[src/hw/cpm_pkg.sv]
package cpm_pkg;

   // ------------------------------------------------------------------
   // Bus geometry and register offsets
   // ------------------------------------------------------------------
   localparam int          ADDR_W          = 8;
   localparam int          DATA_W          = 16;
   localparam logic [7:0]  OFF_PWR_TWO     = 8'h1a;
   localparam logic [7:0]  OFF_EXTRA_THREE = 8'h1b;
   localparam logic [7:0]  OFF_POP_CTRL    = 8'h1c;
   localparam logic [7:0]  OFF_CLK_DIV     = 8'h1e;
   localparam logic [7:0]  OFF_MIX_CTRL    = 8'h1f;
   localparam logic [7:0]  OFF_LEFT_GAIN   = 8'h20;
   localparam logic [7:0]  OFF_RIGHT_GAIN  = 8'h21;
   localparam logic [7:0]  OFF_KEY         = 8'h3f;

   // ------------------------------------------------------------------
   // Writable bit masks, reset values and the unlock key
   // ------------------------------------------------------------------
   localparam logic [15:0] PWR_TWO_MASK     = 16'h003b;
   localparam logic [15:0] EXTRA_THREE_MASK = 16'h0017;
   localparam logic [15:0] POP_CTRL_MASK    = 16'h001c;
   localparam logic [15:0] CLK_DIV_MASK     = 16'hff80;
   localparam logic [15:0] MIX_CTRL_MASK    = 16'h000f;
   localparam logic [15:0] LEFT_GAIN_MASK   = 16'h01ff;
   localparam logic [15:0] RIGHT_GAIN_MASK  = 16'h01f8;
   localparam logic [15:0] PWR_TWO_RST      = 16'h0000;
   localparam logic [15:0] EXTRA_THREE_RST  = 16'h0010;
   localparam logic [15:0] POP_CTRL_RST     = 16'h0000;
   localparam logic [15:0] CLK_DIV_RST      = 16'h0000;
   localparam logic [5:0]  AUTO_DIV_RST     = 6'h2f;
   localparam logic [15:0] MIX_CTRL_RST     = 16'h0000;
   localparam logic [15:0] LEFT_GAIN_RST    = 16'h0145;
   localparam logic [15:0] RIGHT_GAIN_RST   = 16'h0140;
   // Arbitrary unlock value.
   localparam logic [15:0] UNLOCK_KEY       = 16'h5a3c;

   // ------------------------------------------------------------------
   // Field positions
   // ------------------------------------------------------------------
   localparam int RHP_ON_BIT    = 5;
   localparam int LSPK_ON_BIT   = 4;
   localparam int RSPK_ON_BIT   = 3;
   localparam int LHP_MUTE_BIT  = 1;
   localparam int RHP_MUTE_BIT  = 0;
   localparam int INT_MODE_BIT  = 4;
   localparam int RATE_LSB      = 0;
   localparam int STARTUP_BIT   = 4;
   localparam int MIDBUF_BIT    = 3;
   localparam int MIDRISE_BIT   = 2;
   localparam int DBDIV_LSB     = 13;
   localparam int GPDIV_LSB     = 10;
   localparam int TODIV_LSB     = 7;
   localparam int AUTO_LSB      = 1;
   localparam int LMIX_MUTE_BIT = 3;
   localparam int RMIX_MUTE_BIT = 2;
   localparam int LMIX_ON_BIT   = 1;
   localparam int RMIX_ON_BIT   = 0;
   localparam int LINE2_LSB     = 6;
   localparam int AMP_LSB       = 3;
   localparam int LINE3_LSB     = 0;

   typedef struct packed {
      logic [7:0]  addr;
      logic [15:0] wdata;
      logic        wr;
      logic        rd;
   } cpm_bus_req_t;

   typedef struct packed {
      logic              right_headphone_amp_on;
      logic              left_speaker_amp_on;
      logic              right_speaker_amp_on;
      logic              left_headphone_silence;
      logic              right_headphone_silence;
      logic              rate_integer_family;
      logic [2:0]        rate_code;
      logic [16:0]       rate_hz;
      logic              startup_current_on;
      logic              midrail_buffer_on;
      logic              midrail_soft_rise;
      logic              left_boost_mixer_silence;
      logic              right_boost_mixer_silence;
      logic              left_boost_mixer_on;
      logic              right_boost_mixer_on;
      logic              left_amp_on;
      logic              right_amp_on;
      logic signed [5:0] left_line2_boost_db;
      logic signed [5:0] left_amp_boost_db;
      logic signed [5:0] left_line3_boost_db;
      logic signed [5:0] right_line2_boost_db;
      logic signed [5:0] right_amp_boost_db;
   } cpm_ctrl_t;

endpackage

[src/hw/cpm_regs.sv]
// The strobed register port was left to the implementer.
`timescale 1ns/1ps
module cpm_regs
   import cpm_pkg::*;
(
   input  wire logic                 sys_clk,
   input  wire logic                 rst_n,
   input  wire cpm_pkg::cpm_bus_req_t bus_req,
   output logic [15:0]               rd_data,
   input  wire logic                 left_input_path_on,
   input  wire logic                 right_input_path_on,
   input  wire logic                 auto_div_load,
   input  wire logic [5:0]           auto_div_value,
   output cpm_pkg::cpm_ctrl_t        ctrl,
   output logic                      low_clock_tick,
   output logic                      debounce_clock,
   output logic                      timeout_clock,
   output logic                      gpio_clock_out
);
   import cpm_pkg::*;

   // ------------------------------------------------------------------
   // Decoding helpers
   // ------------------------------------------------------------------
   function automatic logic signed [5:0] line_gain_db(input logic [2:0] code);
      logic signed [5:0] db;
      db = 6'sd0;
      case (code)
         3'h0, 3'h1: db = -6'sd12;
         3'h2:       db = -6'sd9;
         3'h3:       db = -6'sd6;
         3'h4:       db = -6'sd3;
         3'h5:       db = 6'sd0;
         3'h6:       db = 6'sd3;
         default:    db = 6'sd6;
      endcase
      return db;
   endfunction

   function automatic logic signed [5:0] amp_gain_db(input logic [2:0] code);
      logic signed [5:0] db;
      db = 6'sd0;
      case (code)
         3'h0:    db = 6'sd0;
         3'h1:    db = 6'sd6;
         3'h2:    db = 6'sd13;
         3'h3:    db = 6'sd18;
         3'h4:    db = 6'sd20;
         3'h5:    db = 6'sd24;
         3'h6:    db = 6'sd27;
         default: db = 6'sd29;
      endcase
      return db;
   endfunction

   function automatic logic [16:0] rate_to_hz(input logic int_mode, input logic [2:0] code);
      logic [16:0] hz;
      hz = 17'h0;
      if (int_mode)
      begin
         case (code)
            3'h0:    hz = 17'd48000;
            3'h1:    hz = 17'd32000;
            3'h2:    hz = 17'd24000;
            3'h3:    hz = 17'd16000;
            3'h4:    hz = 17'd12000;
            3'h5:    hz = 17'd8000;
            3'h6:    hz = 17'd96000;
            default: hz = 17'h0;
         endcase
      end
      else
      begin
         // The fractional family has no 32, 16 or 8 kHz members; those read as zero.
         case (code)
            3'h0:    hz = 17'd44100;
            3'h2:    hz = 17'd22050;
            3'h4:    hz = 17'd11025;
            3'h6:    hz = 17'd88200;
            default: hz = 17'h0;
         endcase
      end
      return hz;
   endfunction

   function automatic logic [16:0] debounce_last(input logic [2:0] code);
      logic [16:0] n;
      n = 17'h0;
      case (code)
         3'h0:    n = 17'd255;
         3'h1:    n = 17'd2047;
         3'h2:    n = 17'd4095;
         3'h3:    n = 17'd8191;
         3'h4:    n = 17'd16383;
         3'h5:    n = 17'd32767;
         3'h6:    n = 17'd64535;
         default: n = 17'd131071;
      endcase
      return n;
   endfunction

   function automatic logic [14:0] timeout_last(input logic [2:0] code);
      logic [15:0] n;
      n = 16'h100 << code;
      return n[14:0] - 15'h1;
   endfunction

   function automatic logic [3:0] gpio_last(input logic [2:0] code);
      logic [3:0] n;
      n = 4'h0;
      case (code)
         3'h0:    n = 4'd0;
         3'h1:    n = 4'd1;
         3'h2:    n = 4'd2;
         3'h3:    n = 4'd3;
         3'h4:    n = 4'd5;
         3'h5:    n = 4'd7;
         3'h6:    n = 4'd11;
         default: n = 4'd15;
      endcase
      return n;
   endfunction

   function automatic logic hit(input cpm_bus_req_t req, input logic [7:0] off);
      return req.wr && (req.addr == off);
   endfunction

   // ------------------------------------------------------------------
   // Register file
   // ------------------------------------------------------------------
   logic [15:0] pwr_two_r,     pwr_two_nxt;
   logic [15:0] extra_three_r, extra_three_nxt;
   logic [15:0] pop_ctrl_r,    pop_ctrl_nxt;
   logic [15:0] clk_div_r,     clk_div_nxt;
   logic [5:0]  auto_div_r,    auto_div_nxt;
   logic [15:0] mix_ctrl_r,    mix_ctrl_nxt;
   logic [15:0] left_gain_r,   left_gain_nxt;
   logic [15:0] right_gain_r,  right_gain_nxt;
   logic        unlocked_r,    unlocked_nxt;
   logic [15:0] rd_data_r,     rd_data_nxt;
   cpm_ctrl_t   ctrl_r,        ctrl_nxt;

   always_comb
   begin
      pwr_two_nxt     = hit(bus_req, OFF_PWR_TWO)     ? (bus_req.wdata & PWR_TWO_MASK)     : pwr_two_r;
      extra_three_nxt = hit(bus_req, OFF_EXTRA_THREE) ? (bus_req.wdata & EXTRA_THREE_MASK) : extra_three_r;
      pop_ctrl_nxt    = hit(bus_req, OFF_POP_CTRL)    ? (bus_req.wdata & POP_CTRL_MASK)    : pop_ctrl_r;
      clk_div_nxt     = hit(bus_req, OFF_CLK_DIV)     ? (bus_req.wdata & CLK_DIV_MASK)     : clk_div_r;
      mix_ctrl_nxt    = hit(bus_req, OFF_MIX_CTRL)    ? (bus_req.wdata & MIX_CTRL_MASK)    : mix_ctrl_r;
      left_gain_nxt   = hit(bus_req, OFF_LEFT_GAIN)   ? (bus_req.wdata & LEFT_GAIN_MASK)   : left_gain_r;
      right_gain_nxt  = hit(bus_req, OFF_RIGHT_GAIN)  ? (bus_req.wdata & RIGHT_GAIN_MASK)  : right_gain_r;

      // The key opens one write to the automatic field; any clock write closes it again.
      unlocked_nxt = unlocked_r;
      if (hit(bus_req, OFF_KEY))
         unlocked_nxt = (bus_req.wdata == UNLOCK_KEY);
      else if (hit(bus_req, OFF_CLK_DIV))
         unlocked_nxt = 1'b0;

      // Hardware loading beats a software write in the same cycle.
      auto_div_nxt = auto_div_r;
      if (auto_div_load)
         auto_div_nxt = auto_div_value;
      else if (hit(bus_req, OFF_CLK_DIV) && unlocked_r)
         auto_div_nxt = bus_req.wdata[AUTO_LSB +: 6];

      rd_data_nxt = 16'h0;
      if (bus_req.rd)
      begin
         case (bus_req.addr)
            OFF_PWR_TWO:     rd_data_nxt = pwr_two_r;
            OFF_EXTRA_THREE: rd_data_nxt = extra_three_r;
            OFF_POP_CTRL:    rd_data_nxt = pop_ctrl_r;
            OFF_CLK_DIV:     rd_data_nxt = clk_div_r | {9'h0, auto_div_r, 1'b0};
            OFF_MIX_CTRL:    rd_data_nxt = mix_ctrl_r;
            OFF_LEFT_GAIN:   rd_data_nxt = left_gain_r;
            OFF_RIGHT_GAIN:  rd_data_nxt = right_gain_r;
            OFF_KEY:         rd_data_nxt = {15'h0, unlocked_r};
            default:         rd_data_nxt = 16'h0;
         endcase
      end
   end

   // ------------------------------------------------------------------
   // Control outputs follow the next register values so they move with the write.
   // ------------------------------------------------------------------
   always_comb
   begin
      ctrl_nxt.right_headphone_amp_on    = pwr_two_nxt[RHP_ON_BIT];
      ctrl_nxt.left_speaker_amp_on       = pwr_two_nxt[LSPK_ON_BIT];
      ctrl_nxt.right_speaker_amp_on      = pwr_two_nxt[RSPK_ON_BIT];
      ctrl_nxt.left_headphone_silence    = pwr_two_nxt[LHP_MUTE_BIT];
      ctrl_nxt.right_headphone_silence   = pwr_two_nxt[RHP_MUTE_BIT];
      ctrl_nxt.rate_integer_family       = extra_three_nxt[INT_MODE_BIT];
      ctrl_nxt.rate_code                 = extra_three_nxt[RATE_LSB +: 3];
      ctrl_nxt.rate_hz                   = rate_to_hz(extra_three_nxt[INT_MODE_BIT],
                                                      extra_three_nxt[RATE_LSB +: 3]);
      ctrl_nxt.startup_current_on        = pop_ctrl_nxt[STARTUP_BIT];
      ctrl_nxt.midrail_buffer_on         = pop_ctrl_nxt[MIDBUF_BIT];
      ctrl_nxt.midrail_soft_rise         = pop_ctrl_nxt[MIDRISE_BIT];
      ctrl_nxt.left_boost_mixer_silence  = mix_ctrl_nxt[LMIX_MUTE_BIT];
      ctrl_nxt.right_boost_mixer_silence = mix_ctrl_nxt[RMIX_MUTE_BIT];
      ctrl_nxt.left_boost_mixer_on       = mix_ctrl_nxt[LMIX_ON_BIT] | left_input_path_on;
      ctrl_nxt.right_boost_mixer_on      = mix_ctrl_nxt[RMIX_ON_BIT] | right_input_path_on;
      ctrl_nxt.left_amp_on               = left_input_path_on;
      ctrl_nxt.right_amp_on              = right_input_path_on;
      ctrl_nxt.left_line2_boost_db       = line_gain_db(left_gain_nxt[LINE2_LSB +: 3]);
      ctrl_nxt.left_amp_boost_db         = amp_gain_db(left_gain_nxt[AMP_LSB +: 3]);
      ctrl_nxt.left_line3_boost_db       = line_gain_db(left_gain_nxt[LINE3_LSB +: 3]);
      ctrl_nxt.right_line2_boost_db      = line_gain_db(right_gain_nxt[LINE2_LSB +: 3]);
      ctrl_nxt.right_amp_boost_db        = amp_gain_db(right_gain_nxt[AMP_LSB +: 3]);
   end

   always_ff @(posedge sys_clk or negedge rst_n)
   begin
      if (!rst_n)
      begin
         pwr_two_r     <= PWR_TWO_RST;
         extra_three_r <= EXTRA_THREE_RST;
         pop_ctrl_r    <= POP_CTRL_RST;
         clk_div_r     <= CLK_DIV_RST;
         auto_div_r    <= AUTO_DIV_RST;
         mix_ctrl_r    <= MIX_CTRL_RST;
         left_gain_r   <= LEFT_GAIN_RST;
         right_gain_r  <= RIGHT_GAIN_RST;
         unlocked_r    <= 1'b0;
         rd_data_r     <= 16'h0;
         ctrl_r        <= '0;
      end
      else
      begin
         pwr_two_r     <= pwr_two_nxt;
         extra_three_r <= extra_three_nxt;
         pop_ctrl_r    <= pop_ctrl_nxt;
         clk_div_r     <= clk_div_nxt;
         auto_div_r    <= auto_div_nxt;
         mix_ctrl_r    <= mix_ctrl_nxt;
         left_gain_r   <= left_gain_nxt;
         right_gain_r  <= right_gain_nxt;
         unlocked_r    <= unlocked_nxt;
         rd_data_r     <= rd_data_nxt;
         ctrl_r        <= ctrl_nxt;
      end
   end

   assign rd_data = rd_data_r;
   assign ctrl    = ctrl_r;

   // ------------------------------------------------------------------
   // Clock dividers
   // ------------------------------------------------------------------
   // Dividers compare with >= so a divisor shrunk mid-count ends the period at once
   // instead of wrapping through the whole counter range.
   logic [5:0]  low_cnt_r, low_cnt_nxt;
   logic [16:0] db_cnt_r,  db_cnt_nxt;
   logic [14:0] to_cnt_r,  to_cnt_nxt;
   logic [3:0]  gp_cnt_r,  gp_cnt_nxt;
   logic        low_tick_r, low_tick_nxt;
   logic        db_tick_r,  db_tick_nxt;
   logic        to_tick_r,  to_tick_nxt;
   logic        gp_tick_r,  gp_tick_nxt;

   always_comb
   begin
      low_tick_nxt = (low_cnt_r >= auto_div_r);
      low_cnt_nxt  = low_tick_nxt ? 6'h0 : low_cnt_r + 6'h1;

      db_tick_nxt = 1'b0;
      db_cnt_nxt  = db_cnt_r;
      to_tick_nxt = 1'b0;
      to_cnt_nxt  = to_cnt_r;
      if (low_tick_nxt)
      begin
         db_tick_nxt = (db_cnt_r >= debounce_last(clk_div_r[DBDIV_LSB +: 3]));
         db_cnt_nxt  = db_tick_nxt ? 17'h0 : db_cnt_r + 17'h1;
         to_tick_nxt = (to_cnt_r >= timeout_last(clk_div_r[TODIV_LSB +: 3]));
         to_cnt_nxt  = to_tick_nxt ? 15'h0 : to_cnt_r + 15'h1;
      end

      gp_tick_nxt = (gp_cnt_r >= gpio_last(clk_div_r[GPDIV_LSB +: 3]));
      gp_cnt_nxt  = gp_tick_nxt ? 4'h0 : gp_cnt_r + 4'h1;
   end

   always_ff @(posedge sys_clk or negedge rst_n)
   begin
      if (!rst_n)
      begin
         low_cnt_r  <= 6'h0;
         db_cnt_r   <= 17'h0;
         to_cnt_r   <= 15'h0;
         gp_cnt_r   <= 4'h0;
         low_tick_r <= 1'b0;
         db_tick_r  <= 1'b0;
         to_tick_r  <= 1'b0;
         gp_tick_r  <= 1'b0;
      end
      else
      begin
         low_cnt_r  <= low_cnt_nxt;
         db_cnt_r   <= db_cnt_nxt;
         to_cnt_r   <= to_cnt_nxt;
         gp_cnt_r   <= gp_cnt_nxt;
         low_tick_r <= low_tick_nxt;
         db_tick_r  <= db_tick_nxt;
         to_tick_r  <= to_tick_nxt;
         gp_tick_r  <= gp_tick_nxt;
      end
   end

   assign low_clock_tick = low_tick_r;
   assign debounce_clock = db_tick_r;
   assign timeout_clock  = to_tick_r;
   assign gpio_clock_out = gp_tick_r;
endmodule

[config.mk]
export PLATFORM = sky130hd
export DESIGN_NAME = cpm_regs
export DESIGN_NICKNAME = d
export VERILOG_FILES = /design/src/hw/cpm_pkg.sv /design/src/hw/cpm_regs.sv
export SDC_FILE = /design/constraint.sdc
export NUM_CORES = 1
export LEC_CHECK = 0
export BUFFER_PORTS_ARGS = -buffer_cell sky130_fd_sc_hd__buf_2
export CAP_MARGIN = 15
export CORE_ASPECT_RATIO = 0.75
export CORE_UTILIZATION = 32
export DETAILED_ROUTE_END_ITERATION = 10
export GPL_TIMING_DRIVEN = 0
export PLACE_DENSITY_LB_ADDON = 0.1
export SYNTH_ARGS = -nofsm -noshare
export SYNTH_HDL_FRONTEND = slang
export SYNTH_SLANG_ARGS = --single-unit
[constraint.sdc]
create_clock -name sys_clk -period 6.57 [get_ports sys_clk]
set_input_delay 0.3285 -clock sys_clk [delete_from_list [all_inputs] [get_ports sys_clk]]
set_output_delay 0.3285 -clock sys_clk [all_outputs]
set_load 0.005 [all_outputs]
* After elaboration in Yosys (flattened, before gate mapping)
Index checks and enable logic that the tools add are counted.
** Storage, ports and cells
- Register bits :: 174
- Input port bits :: 37
- Word-level logic and storage cells :: 161
** Cells by class
- Add/subtract/negate cells :: 5
- Magnitude comparators :: 4
- Equal/unequal tests :: 57
- Shifts and indexed selects :: 1
- Muxes and demuxes :: 29
- Bitwise gates (word level) :: 3
- Reduce and logical (&&, ||, !) cells :: 22
** Operator list (number)
- one-hot mux 17 bit (7 select lines) :: 2
- one-hot mux 16 bit (8 select lines) :: 1
- one-hot mux 6 bit (6 select lines) :: 3
- equality test 3 bit (second input constant) :: 24
- one-hot mux 5 bit (7 select lines) :: 2
- one-hot mux 17 bit (4 select lines) :: 1
- 2-to-1 mux 17 bit :: 3
- equality test 3 x 2 -> 1 bit (second input constant) :: 16
- equality test 8 x 5 -> 1 bit (second input constant) :: 5
- one-hot mux 4 bit (7 select lines) :: 1
- equality test 3 x 1 -> 1 bit (second input constant) :: 8
- equality test 8 x 6 -> 1 bit (second input constant) :: 3
- zero test 3 bit :: 8
- 2-to-1 mux 6 bit :: 4
- 2-to-1 mux 9 bit :: 2
- adder 17 x 1 -> 17 bit (second input constant) :: 1
- greater-or-equal comparator 17 bit :: 1
- equality test 16 x 15 -> 1 bit (second input constant) :: 1
- 2-to-1 mux 16 bit :: 1
- OR 16 x 7 -> 16 bit :: 1
- adder 15 x 1 -> 15 bit (second input constant) :: 1
- greater-or-equal comparator 15 bit :: 1
- 2-to-1 mux 15 bit :: 1
- << shifter 9 x 3 -> 15 bit (first input constant) :: 1
- other kinds (12) :: 29

* Depth between registers and ports, before layout
Gate-level depths: netlist of run 1.
- Depth in word-level cells :: 6
- Gate-level depth with buffers :: 13
- Gate-level depth less buffers :: 12

* Least setup slack after synthesis of run 1
OpenSTA, ideal clock, no wires.
- Kind :: flip-flop to flip-flop
- Start :: reg clk_div_r[9]
- End :: reg to_cnt_r[2]
- Setup time :: 0.082 ns
- Arrival :: 2.603 ns
- Required time :: 6.488 ns
- Slack :: 3.884 ns
- Stages on the path, launching flop included :: 13
- Buffers on the path :: 1
- Period minus slack after synthesis :: 2.686 ns
- Cells stage by stage :: dfrtp_1 clkbuf_1 or3_1 ha_1 nor3_1 a21oi_1 o21a_1 ha_1 a21o_1 a21o_1 or2_2 o21a_1 o22ai_1
** Between the ends
- Cells in the longest elaborated chain, start to end :: 4
** Ends and longest elaborated chain
- start, declared :: RTL line cpm_regs.sv:134 : logic [15:0] clk_div_r, clk_div_nxt;
- start signal, assigned :: RTL line cpm_regs.sv:235 : clk_div_r <= clk_div_nxt;
- << shifter 9 x 3 -> 15 bit :: RTL line cpm_regs.sv:104 : n = 16'h100 << code;
- subtractor 15 x 1 -> 15 bit :: RTL line cpm_regs.sv:105 : return n[14:0] - 15'h1;
- greater-or-equal comparator 15 bit :: RTL line cpm_regs.sv:276 : to_tick_nxt = (to_cnt_r >= timeout_last(clk_div_r[TODIV_LSB +: 3]));
- 2-to-1 mux 15 bit :: RTL line cpm_regs.sv:277 : to_cnt_nxt = to_tick_nxt ? 15'h0 : to_cnt_r + 15'h1;
- end signal, assigned :: RTL line cpm_regs.sv:301 : to_cnt_r <= to_cnt_nxt;
- end, declared :: RTL line cpm_regs.sv:256 : logic [14:0] to_cnt_r, to_cnt_nxt;
No other way between the ends.
A chain may end at the register's enable or synchronous reset.

* Final worst setup path of run 1
- Start :: reg clk_div_r[9]
- End :: reg to_cnt_r[3]
Same word-level chain as after synthesis.

==> results by group, run 1 <==
Drt
  • DRT Wirelength: ~21 mm
  • DR pass1 iterations: 5
  • Drt wl/cell: ~16 µm
  • DRT iter0 DRCs: approximately 330
  • Vias/cell: 4.87
  • Drc violations: 0
  • Post-DRT Antenna Nets: 0
  • Via count of the routed design: roughly 6300

Timing
  • Clk_skew: around 0.0089 ns
  • Final TNS setup: 0 ns
  • Fin crit period: around 3.4 ns
  • Highest Clock Rate: about 290 MHz
  • Actual slew at the worst max-slew pin: slightly above 0.7 ns
  • RSZ-0062 raised after global routing: no
  • Final Cycle Share: 0.524
  • Slew Viols, Final: 0
  • Slew headroom: 0.515
  • Endpoints failing setup: 0
  • Worst setup margin: between 3 and 4 ns
  • Final hold vios: 0

Cells and area
  • Filler cells: around 2400
  • Most frequent cells in the layout: dfrtp_1 (140), buf_2 (118), nand2_1 (78)
  • Fraction of layout cells with a size suffix above 1: 0.241
  • Layout Nets: between 1000 and 1500
  • Post-route cell area: slightly below 0.01 mm²
  • Area delta synth->final: 21.1%
  • Non-filler cells, final: between 1000 and 1500
  • Commonest non-fill, non-tap cell in the layout: dfrtp_1
  • Ant diodes: 0

Global route
  • Gr usage total: 0.173
  • Antenna violations before repair: 0
  • Global-route wire length before repair: 33.7 mm
  • Total global routing overflow: 0
  • Largest net degree at the start of global routing: around 120
  • Number of global-route vias before repair: slightly below 6000

CTS
  • Clock-pin slew on the worst setup and hold paths: about 0.06 ns
  • Post-CTS Setup Bufs: 0
  • Worst-Skew Late Latency: 0.43 ns
  • Clock buffer count from CTS: 17
  • H-tree levels: 4
  • Clock sinks: 152
  • Root Buffer: clkbuf_16
  • Clock Path Buffers: 2
  • Clock tree from TritonCTS: done

Floorplanning
  • Die area: between 0.02 and 0.03 mm²
  • # rows: between 40 and 50
  • Initial Util: 0.329
  • DIE WIDTH: ~180 µm
  • Core Footprint: about 0.024 mm²
  • Num ports: 122
  • Die Span Y: 139 µm

Critical path
  • Critical path launch point type: flip-flop
  • CP required: 6.86 ns
  • Setup crit end kind: flip-flop
  • Slowest Stage Delay on Critical Path: ~0.44 ns
  • Critical path arrival: ~3.7 ns
  • Crit Path Category: reg -> reg
  • Worst Path Max Fanout: 10
  • Worst Path Buf+Inv: 1
  • Cell-by-cell trace of the critical path: clkbuf_1 -> or3_1 -> ha_1 -> xnor2_1 -> ha_1 -> nand4_1 -> nor4_1 -> o2111a_1 -> nor2_1 -> nor2_2 -> nor2_1
  • Critical Path Slowest Stage Cell: or3_1
  • Crit-path leading delay family: simple AND/OR/NAND/NOR gates

Pwr
  • Leak: 4.73 nW
  • Total power: 2.56 mW
  • Switch Pwr: 726 µW
  • Pwr dens: ~270 mW/mm²
  • Combinational group share of total power: 0.162
  • Switching Share: 0.283
  • Register share of total power: 0.424
  • Maximum vdd drop: 0.185 mV
  • Clk pwr share: 0.414
  • Internal power: ~1.8 mW

Synth
  • Synth Flop Type: dfrtp_1
  • Mapped Cells: 807
  • EDFF count, synth: 0
  • Synthesis warning total: 0
  • Average size of a mapped cell: 9.88 µm²
  • Register bit total from synthesis: between 150 and 200
  • Mapped Area: ~0.008 mm²
  • Sequential share of the synthesized area: 0.479
  • Asr flop ratio synth: 1.00
  • Distinct cells, synth: a little under 70

Placement
  • Pre-CTS setup slack: between 3 and 4 ns
  • IO buf count: 110
  • GP Congestion: 0.824
  • Post-detail-place hpwl: ~16 mm
  • Dpl cell area: 0.00898 mm²
  • Placed insts: around 1300

Min path
  • Hold WC Path Type: in -> reg

Run
  • Maxcap violations: 0

Outcome
  • Outcome: finished clean
[state kept, by name, summed over array words and instances, names as in the netlist, 4 cells and up]
register      flops
ctrl             45
db_cnt_r         17
rd_data          16
to_cnt_r         15
clk_div_r         9
left_gain_r       9
auto_div_r        6
low_cnt_r         6
right_gain_r      6
pwr_two_r         5
gp_cnt_r          4
mix_ctrl_r        4
[worst register-to-register path: cells and delay by family (launching register included)]
kind                       cells  cell delay (ns)
buffers and inverters          1             0.19
DFF                            1             0.36
and+or+nand+nor                6             1.69
AOI/OAI and AO/OA              1             0.34
xor gates and xnor gates       1             0.17
adders and majority gates      2             0.57
[synth_stat cells (20+ instances only)]
master    instances  area share
inv_1            42       0.020
nor2_1           63       0.030
clkbuf_1         26       0.012
o21ai_0          39       0.024
ha_1             35       0.055
xor2_1           21       0.023
a21oi_1          55       0.035
dfrtp_1         140        0.44
nand3_1          27       0.017
nand2_1          78       0.037
mux2_2           26       0.037
mux2i_1          20       0.025
[layer usage]
metal / part of all wire / vias up / wire, µm / global-route usage
li1: - / 3089 / - / -
met1: 0.55 / 2991 / 11800 / 0.283
met2: 0.38 / 163 / 8080 / 0.213
met3: 0.050 / 19 / 1050 / 0.0418
met4: 0.014 / 0 / 304 / 0.0575
met5: 0 / - / 0 / 0
[cell families after synthesis]
group / after synthesis / share of synthesized area
DFF: 152 / 0.479
buffers and inverters: 96 / 0.0556
other: 1 / 0.000471
adders and majority gates: 35 / 0.0549
AOI/OAI and AO/OA: 150 / 0.112
muxes: 52 / 0.0746
and+or+nand+nor: 288 / 0.187
xor gates and xnor gates: 33 / 0.0363
[area by class of cell]
type	instances	area, µm²	share of cell area
Inverter	42	158	0.0163
Tap cell	331	414	0.0429
Buffer	54	285	0.0296
Clock inverter	11	171	0.0178
Clock buffer	21	470	0.0488
Sequential cell	152	3820	0.396
Timing Repair Buffer	114	618	0.0641
Multi-Input combinational cell	560	3710	0.385
[power by group through the flow]
stage	sequential, mW	clock (mW)	combinational (mW)
after floorplan	1.09	0	0.267
after global placement	1.10	0	0.412
after detailed placement	1.10	0	0.420
after CTS	1.09	1.09	0.423
after global routing	1.10	1.13	0.479
final	1.09	1.06	0.417
[path summary, 6_finish.rpt]
kind                            slack (ns)     startpoint  cells past startpoint             to
worst max-delay path                  3.13   clk_div_r[9]                     11    to_cnt_r[3]
worst min register to register        0.49   low_cnt_r[0]                      1   low_cnt_r[0]
min in group asynchronous             0.37          rst_n                      2     rd_data[3]
max in group asynchronous             5.26          rst_n                      3     rd_data[9]
worst min-delay path                  0.08  auto_div_load                      2  auto_div_r[1]
worst max register to register        3.13   clk_div_r[9]                     11    to_cnt_r[3]
[metrics by stage]
stage	hold slack [ns]	util
4_1_cts	0.0528	0.398
3_3_place_gp	0.451	0.369
6_report	0.0774	0.398
5_1_grt	0.0588	0.398
3_5_place_dp	0.228	0.371
2_1_floorplan	0.0329	-
[timing repair]
action | in CTS | in global routing
hold buffers | 3 | 0
gates resized for setup | 0 | 0
endpoints found under the hold margin | 36 | 0
Note: power is estimated with default switching activity, not from simulation.
==> run 2: changes to the inputs <==
==> constraint.sdc (replaced) <==
create_clock -name sys_clk -period 2.9 [get_ports sys_clk]
set_input_delay 0.145 -clock sys_clk [delete_from_list [all_inputs] [get_ports sys_clk]]
set_output_delay 0.145 -clock sys_clk [all_outputs]
set_load 0.005 [all_outputs]
==> results by group, run 2 (synthesized netlist as in run 1, its figures left out) <==
Cells and area
  • Most frequent cells in the layout: dfrtp_1 (137), buf_2 (118), nand2_1 (77)
  • Layout Nets: 1028 (+1.5%)
  • Max reg flops: 45 (unchanged)
  • Post-route cell area: 0.00987 mm² (+2.3%)
  • Fraction of layout cells with a size suffix above 1: 0.252 (+0.0107)
  • Area delta synth->final: 23.8%
  • Commonest non-fill, non-tap cell in the layout: dfrtp_1
  • Ant diodes: 0 (unchanged)
  • Core Util, Final: 0.407 (+0.00899)

Drt
  • DR pass1 iterations: 5 (unchanged)
  • DRT Wirelength: 21.4 mm (+1.1%)
  • Drc violations: 0 (unchanged)
  • Vias/cell: 4.88 (+0.11%)
  • Post-DRT Antenna Nets: 0 (unchanged)
  • Drt wl/cell: 16.5 µm (about the same)
  • Via count of the routed design: 6342 (+1.3%)
  • DRT iter0 DRCs: 350 (+5.7%)

Placement
  • IO buf count: 110 (unchanged)
  • GP Congestion: 0.824 (unchanged)
  • Post-detail-place hpwl: 15.6 mm (unchanged)
  • Dpl cell area: 0.00898 mm² (unchanged)

Critical path
  • Critical path launch point type: flip-flop
  • Most used cell, CP: nor2_4
  • Setup crit end kind: flip-flop
  • Slowest Stage Delay on Critical Path: 0.45 ns (about the same)
  • CP required: 3.21 ns (-3.65 ns)
  • Cell-by-cell trace of the critical path: or3_4 -> ha_4 -> xnor2_1 -> ha_1 -> nand4_1 -> nor4_2 -> o2111a_2 -> nor2_4 -> nor2_4 -> buf_12 -> nor2_1
  • Crit Path Category: reg -> reg
  • Critical Path Slowest Stage Cell: dfrtp_2
  • R2R setup slack: 0.14 ns (-2.99 ns)
  • Worst Path Max Fanout: 10 (unchanged)
  • Critical path arrival: 3.08 ns (-0.65 ns)

Global route
  • Top Usage Layer GRT: met1
  • Number of global-route vias before repair: 5947 (+1.7%)
  • Met2 Usage GRT: 0.217 (+0.00478)
  • Largest net degree at the start of global routing: 115 (unchanged)
  • M3 GR Usage: 0.0407 (-0.00105)
  • Total global routing overflow: 0 (unchanged)
  • Antenna violations before repair: 0 (unchanged)
  • Global-route wire length before repair: 34.1 mm (+1.2%)
  • Met1 usage: 0.284 (+0.00117)
  • Gr usage total: 0.175 (+0.00153)

Pwr
  • Pwr dens: 593 mW/mm² (+120%)
  • Total power: 5.85 mW (+130%)
  • Leak: 4.81 nW (+1.6%)
  • Maximum vdd drop: 0.421 mV (+130%)

Timing
  • Slew headroom: 0.507 (-0.00809)
  • Actual slew at the worst max-slew pin: 0.735 ns (+0.0121 ns)
  • Fin crit period: 2.76 ns (-0.680 ns)
  • Clk_skew: 0.00956 ns (+0.000617 ns)
  • RSZ-0062 raised after global routing: yes
  • Hold WS: 0.0598 ns (-0.0176 ns)
  • Final hold vios: 0 (unchanged)
  • Highest Clock Rate: 362 MHz (+25%)
  • Slew Viols, Final: 0 (unchanged)
  • Endpoints failing setup: 0 (unchanged)
  • Final Cycle Share: 0.953 (+0.429)

CTS
  • Clock buffer count from CTS: 17 (unchanged)
  • Worst-Skew Late Latency: 0.43 ns (about the same)
  • Clock-pin slew on the worst setup and hold paths: 0.07 ns (about the same)
  • Clock Path Buffers: 2 (unchanged)
  • Clock tree from TritonCTS: done
  • H-tree levels: 4 (unchanged)
  • Clock sinks: 152 (unchanged)
  • Root Buffer: clkbuf_16

Min path
  • Hold WC Path Type: in -> reg

Floorplanning
  • Num ports: 122 (unchanged)
  • DIE WIDTH: 184 µm (unchanged)
  • Initial Util: 0.329 (unchanged)
  • Core Footprint: 0.0242 mm² (unchanged)
  • Die area: 0.0255 mm² (unchanged)
  • Die Span Y: 139 µm (unchanged)
  • # rows: 49 (unchanged)

Outcome
  • Outcome: finished clean

Run
  • Maxcap violations: 0 (unchanged)
run 2: cell count changes in the layout (fill, tap and decap cells not counted), moves of 2 or more:
cell           previous run  this run
dlygate4sd3_1             3        17
buf_4                    15        18
clkbuf_1                 27        24
dfrtp_1                 140       137
dfrtp_2                   0         3
nor2_1                   63        61
nor2_4                    0         2
run 2: final cells by class:
type | instances | area (µm²)
plain buffers | 51 | 274
clock buffers | 21 | 470
clock inverters | 11 | 171
fillers | 2408 | 14400
inverters | 42 | 158
multi-input cells | 560 | 3750
flip-flops and latches | 152 | 3820
well taps | 331 | 414
repair buffers | 132 | 801
run 2: per-layer routing:
layer  routed length, µm  vias up
met5                   0        -
met4                 310        0
met3                1090       20
met2                8230      167
met1               11800     3028
li1                    -     3127
run 2: what timing repair did:
action / CTS / global route
buffers inserted: 2 / 2
gates cloned: 0 / 0
endpoints found under the setup margin: 16 / 16
gates resized for setup: 9 / 4
endpoints found under the hold margin: 55 / 0
hold buffers: 17 / 0
pin swaps: 4 / 1
run 2: report_power, final:
group          internal, mW  switching (mW)
registers              2.31           0.162
clock network          1.51           0.899
logic                 0.373           0.603
total                  4.19            1.66
run 2: worst max-delay path, delay by kind of cell (launching register included):
family / cells / cell delay [ns]
AOI/OAI and AO/OA: 1 / 0.29
xor gates and xnor gates: 1 / 0.14
adders and majority gates: 2 / 0.49
buffers and inverters: 1 / 0.14
DFF: 1 / 0.45
and+or+nand+nor: 6 / 1.13
run 2: metrics by stage:
stage	std cells	TNS, ns	worst slack (ns)
floorplan	808	0	0.214
global placement	1249	-113.55	-0.793
detailed placement	1250	-6.92	-0.547
CTS	1298	0	0.0121
global route	1300	-0.00567	-0.00442
finish	1300	0	0.137
run 2: path summary, 6_finish.rpt:
| path | from | endpoint | depth (start not counted) |
|---|---|---|---|
| setup / recovery | clk_div_r[8] | to_cnt_r[5] | 11 |
| hold / removal | bus_req[0] | rd_data[15] | 2 |
| min in group asynchronous | rst_n | rd_data[3] | 2 |
| max in group asynchronous | rst_n | clk_div_r[8] | 3 |
| hold reg to reg | low_cnt_r[0] | low_cnt_r[0] | 1 |
| setup reg to reg | clk_div_r[8] | to_cnt_r[5] | 11 |
==> run 3: changes to the inputs <==
--- a/config.mk
+++ b/config.mk
@@ -12,6 +12,7 @@
 export DETAILED_ROUTE_END_ITERATION = 10
 export GPL_TIMING_DRIVEN = 0
 export PLACE_DENSITY_LB_ADDON = 0.1
+export REMOVE_ABC_BUFFERS = 1
 export SYNTH_ARGS = -nofsm -noshare
 export SYNTH_HDL_FRONTEND = slang
 export SYNTH_SLANG_ARGS = --single-unit
==> results by group, run 3 (synthesized netlist as in run 1, its figures left out) <==
Drt
  • Drt wl/cell: 16.7 µm (+1.4%)
  • Post-DRT Antenna Nets: 0 (unchanged)
  • DR pass1 iterations: 5 (unchanged)
  • Via count of the routed design: 6158 (-2.9%)
  • DRT Wirelength: 21.1 mm (-1.7%)
  • Drc violations: 0 (unchanged)
  • Vias/cell: 4.89 (+0.18%)
  • DRT iter0 DRCs: 269 (-23%)

Critical path
  • Setup crit end kind: flip-flop
  • R2R setup slack: 0.09 ns (-0.04 ns)
  • Worst Path Max Fanout: 7 (-3)
  • R2R Path End: to_cnt_r[4]
  • Critical path arrival: 3.15 ns (+0.07 ns)
  • Reg2reg start: clk_div_r[9]
  • Crit Path Category: reg -> reg
  • Critical path launch point type: flip-flop
  • Worst reg2reg path depth: 11 (unchanged)
  • CP required: 3.25 ns (+0.04 ns)

Min path
  • Hold WC Path Type: in -> reg
  • WHS Endpoint: auto_div_r[2]
  • Hold Path Stages: 3 (+1)
  • Worst hold start: auto_div_value[2]

Cells and area
  • Area delta synth->final: 20.7%
  • Post-route cell area: 0.00962 mm² (-2.5%)
  • Filler cells: 2441 (+1.4%)
  • Max reg flops: 45 (unchanged)
  • Non-filler cells, final: 1260 (-3.1%)
  • Commonest non-fill, non-tap cell in the layout: dfrtp_1
  • Core Util, Final: 0.397 (-0.0103)
  • Fraction of layout cells with a size suffix above 1: 0.253 (+0.00115)
  • Layout Nets: 988 (-3.9%)
  • Ant diodes: 0 (unchanged)
  • Most frequent cells in the layout: dfrtp_1 (137), buf_2 (118), nand2_1 (76)

Pwr
  • Combinational group share of total power: 0.176 (+0.009)
  • Switch Pwr: 1.70 mW (+2.2%)
  • Leak: 4.68 nW (-2.6%)
  • Register share of total power: 0.425 (+0.003)
  • Total power: 5.80 mW (-0.80%)
  • Pwr dens: 604 mW/mm² (+1.8%)
  • Maximum vdd drop: 0.426 mV (+1.3%)
  • Internal power: 4.10 mW (-2.0%)
  • Switching Share: 0.293 (+0.00853)
  • Clk pwr share: 0.399 (-0.012)

CTS
  • H-tree levels: 4 (unchanged)
  • Worst-Skew Late Latency: 0.43 ns (about the same)
  • Clock buffer count from CTS: 17 (unchanged)
  • Root Buffer: clkbuf_16
  • Clock sinks: 152 (unchanged)
  • Clock Path Buffers: 2 (unchanged)
  • Clock tree from TritonCTS: done
  • Clock-pin slew on the worst setup and hold paths: 0.06 ns (about the same)

Timing
  • Slew headroom: 0.387 (-0.120)
  • Endpoints failing setup: 0 (unchanged)
  • Final hold vios: 2 (+2)
  • Clk_skew: 0.00709 ns (-0.00246 ns)
  • Worst setup margin: 0.0934 ns (-0.0434 ns)
  • Hold WS: -0.00947 ns (-0.0693 ns)
  • Slew Viols, Final: 0 (unchanged)
  • Fin crit period: 2.81 ns (+0.0434 ns)
  • Actual slew at the worst max-slew pin: 0.917 ns (+0.182 ns)
  • Final TNS setup: 0 ns (unchanged)
  • Highest Clock Rate: 356 MHz (-1.5%)
  • Final Cycle Share: 0.968 (+0.0150)

Floorplanning
  • Core Footprint: 0.0242 mm² (unchanged)
  • DIE WIDTH: 184 µm (unchanged)
  • # rows: 49 (unchanged)
  • Num ports: 122 (unchanged)
  • Initial Util: 0.329 (unchanged)
  • Die area: 0.0255 mm² (unchanged)
  • Die Span Y: 139 µm (unchanged)

Global route
  • Global-route wire length before repair: 33.4 mm (-1.9%)
  • Number of global-route vias before repair: 5869 (-1.3%)
  • Gr usage total: 0.170 (-0.00491)
  • Total global routing overflow: 0 (unchanged)
  • Antenna violations before repair: 0 (unchanged)
  • Largest net degree at the start of global routing: 96 (-17%)

Run
  • Maxcap violations: 0 (unchanged)

Placement
  • GP Congestion: 0.746 (-9.4%)
  • Placed insts: 1206 (-3.5%)
  • IO buf count: 119 (+8.2%)
  • Pre-CTS setup slack: -0.231 ns (+0.316 ns)
  • Post-detail-place hpwl: 14.8 mm (-4.7%)
  • Dpl cell area: 0.00875 mm² (-2.6%)

Outcome
  • Outcome: finished, violations left
  • Violated checks: hold timing
-- run 3: worst max-delay path: stages, from the launching register on --
cell,delay [ns]
dfrtp_2,0.45
or3_1,0.41
ha_2,0.23
nor3_1,0.19
a21oi_1,0.07
o21a_1,0.18
ha_1,0.18
a21o_1,0.15
a21o_1,0.23
or2_2,0.34
o21ai_2,0.16
o2bb2ai_1,0.13
-- run 3: cell type report --
cell class	count	area, µm²	share of cell area
clock buffer	21	460	0.0479
multi-input combinational	561	3770	0.393
tap	331	414	0.0431
clock inverter	11	146	0.0152
sequential	152	3820	0.397
inverter	42	161	0.0168
timing repair buffer	142	837	0.0870
-- run 3: worst max-delay path by stage --
stage / start / to / cells past startpoint
after detailed placement: clk_div_r[14] / db_cnt_r[7] / 9
after floorplan: auto_div_r[3] / db_cnt_r[4] / 8
after CTS: clk_div_r[9] / to_cnt_r[12] / 10
final: clk_div_r[9] / to_cnt_r[4] / 11
after global placement: auto_div_r[3] / db_cnt_r[6] / 7
after global routing: clk_div_r[9] / to_cnt_r[4] / 11
-- run 3: timing repair --
item / in CTS / in global routing
cloned: 0 / 1
setup buffers: 0 / 7
hold buffers: 14 / 0
hold endpoints to repair: 72 / 0
gates resized for setup: 11 / 10
setup endpoints to repair: 32 / 28
pin swaps: 0 / 2
-- run 3: metal layers --
metal | vias up | part of all wire | global-route usage
li1 | 3046 | - | -
met1 | 2970 | 0.55 | 0.272
met2 | 128 | 0.40 | 0.224
met3 | 14 | 0.042 | 0.0378
met4 | 0 | 0.0087 | 0.0421
met5 | - | 0 | 0
-- run 3: power by group through the flow --
stage / registers [mW] / logic (mW) / clock network [mW]
after floorplan: 2.47 / 0.536 / 0
after global placement: 2.51 / 0.894 / 0
after detailed placement: 2.51 / 0.928 / 0
after CTS: 2.47 / 0.977 / 2.39
after global routing: 2.50 / 1.16 / 2.48
final: 2.47 / 1.02 / 2.32
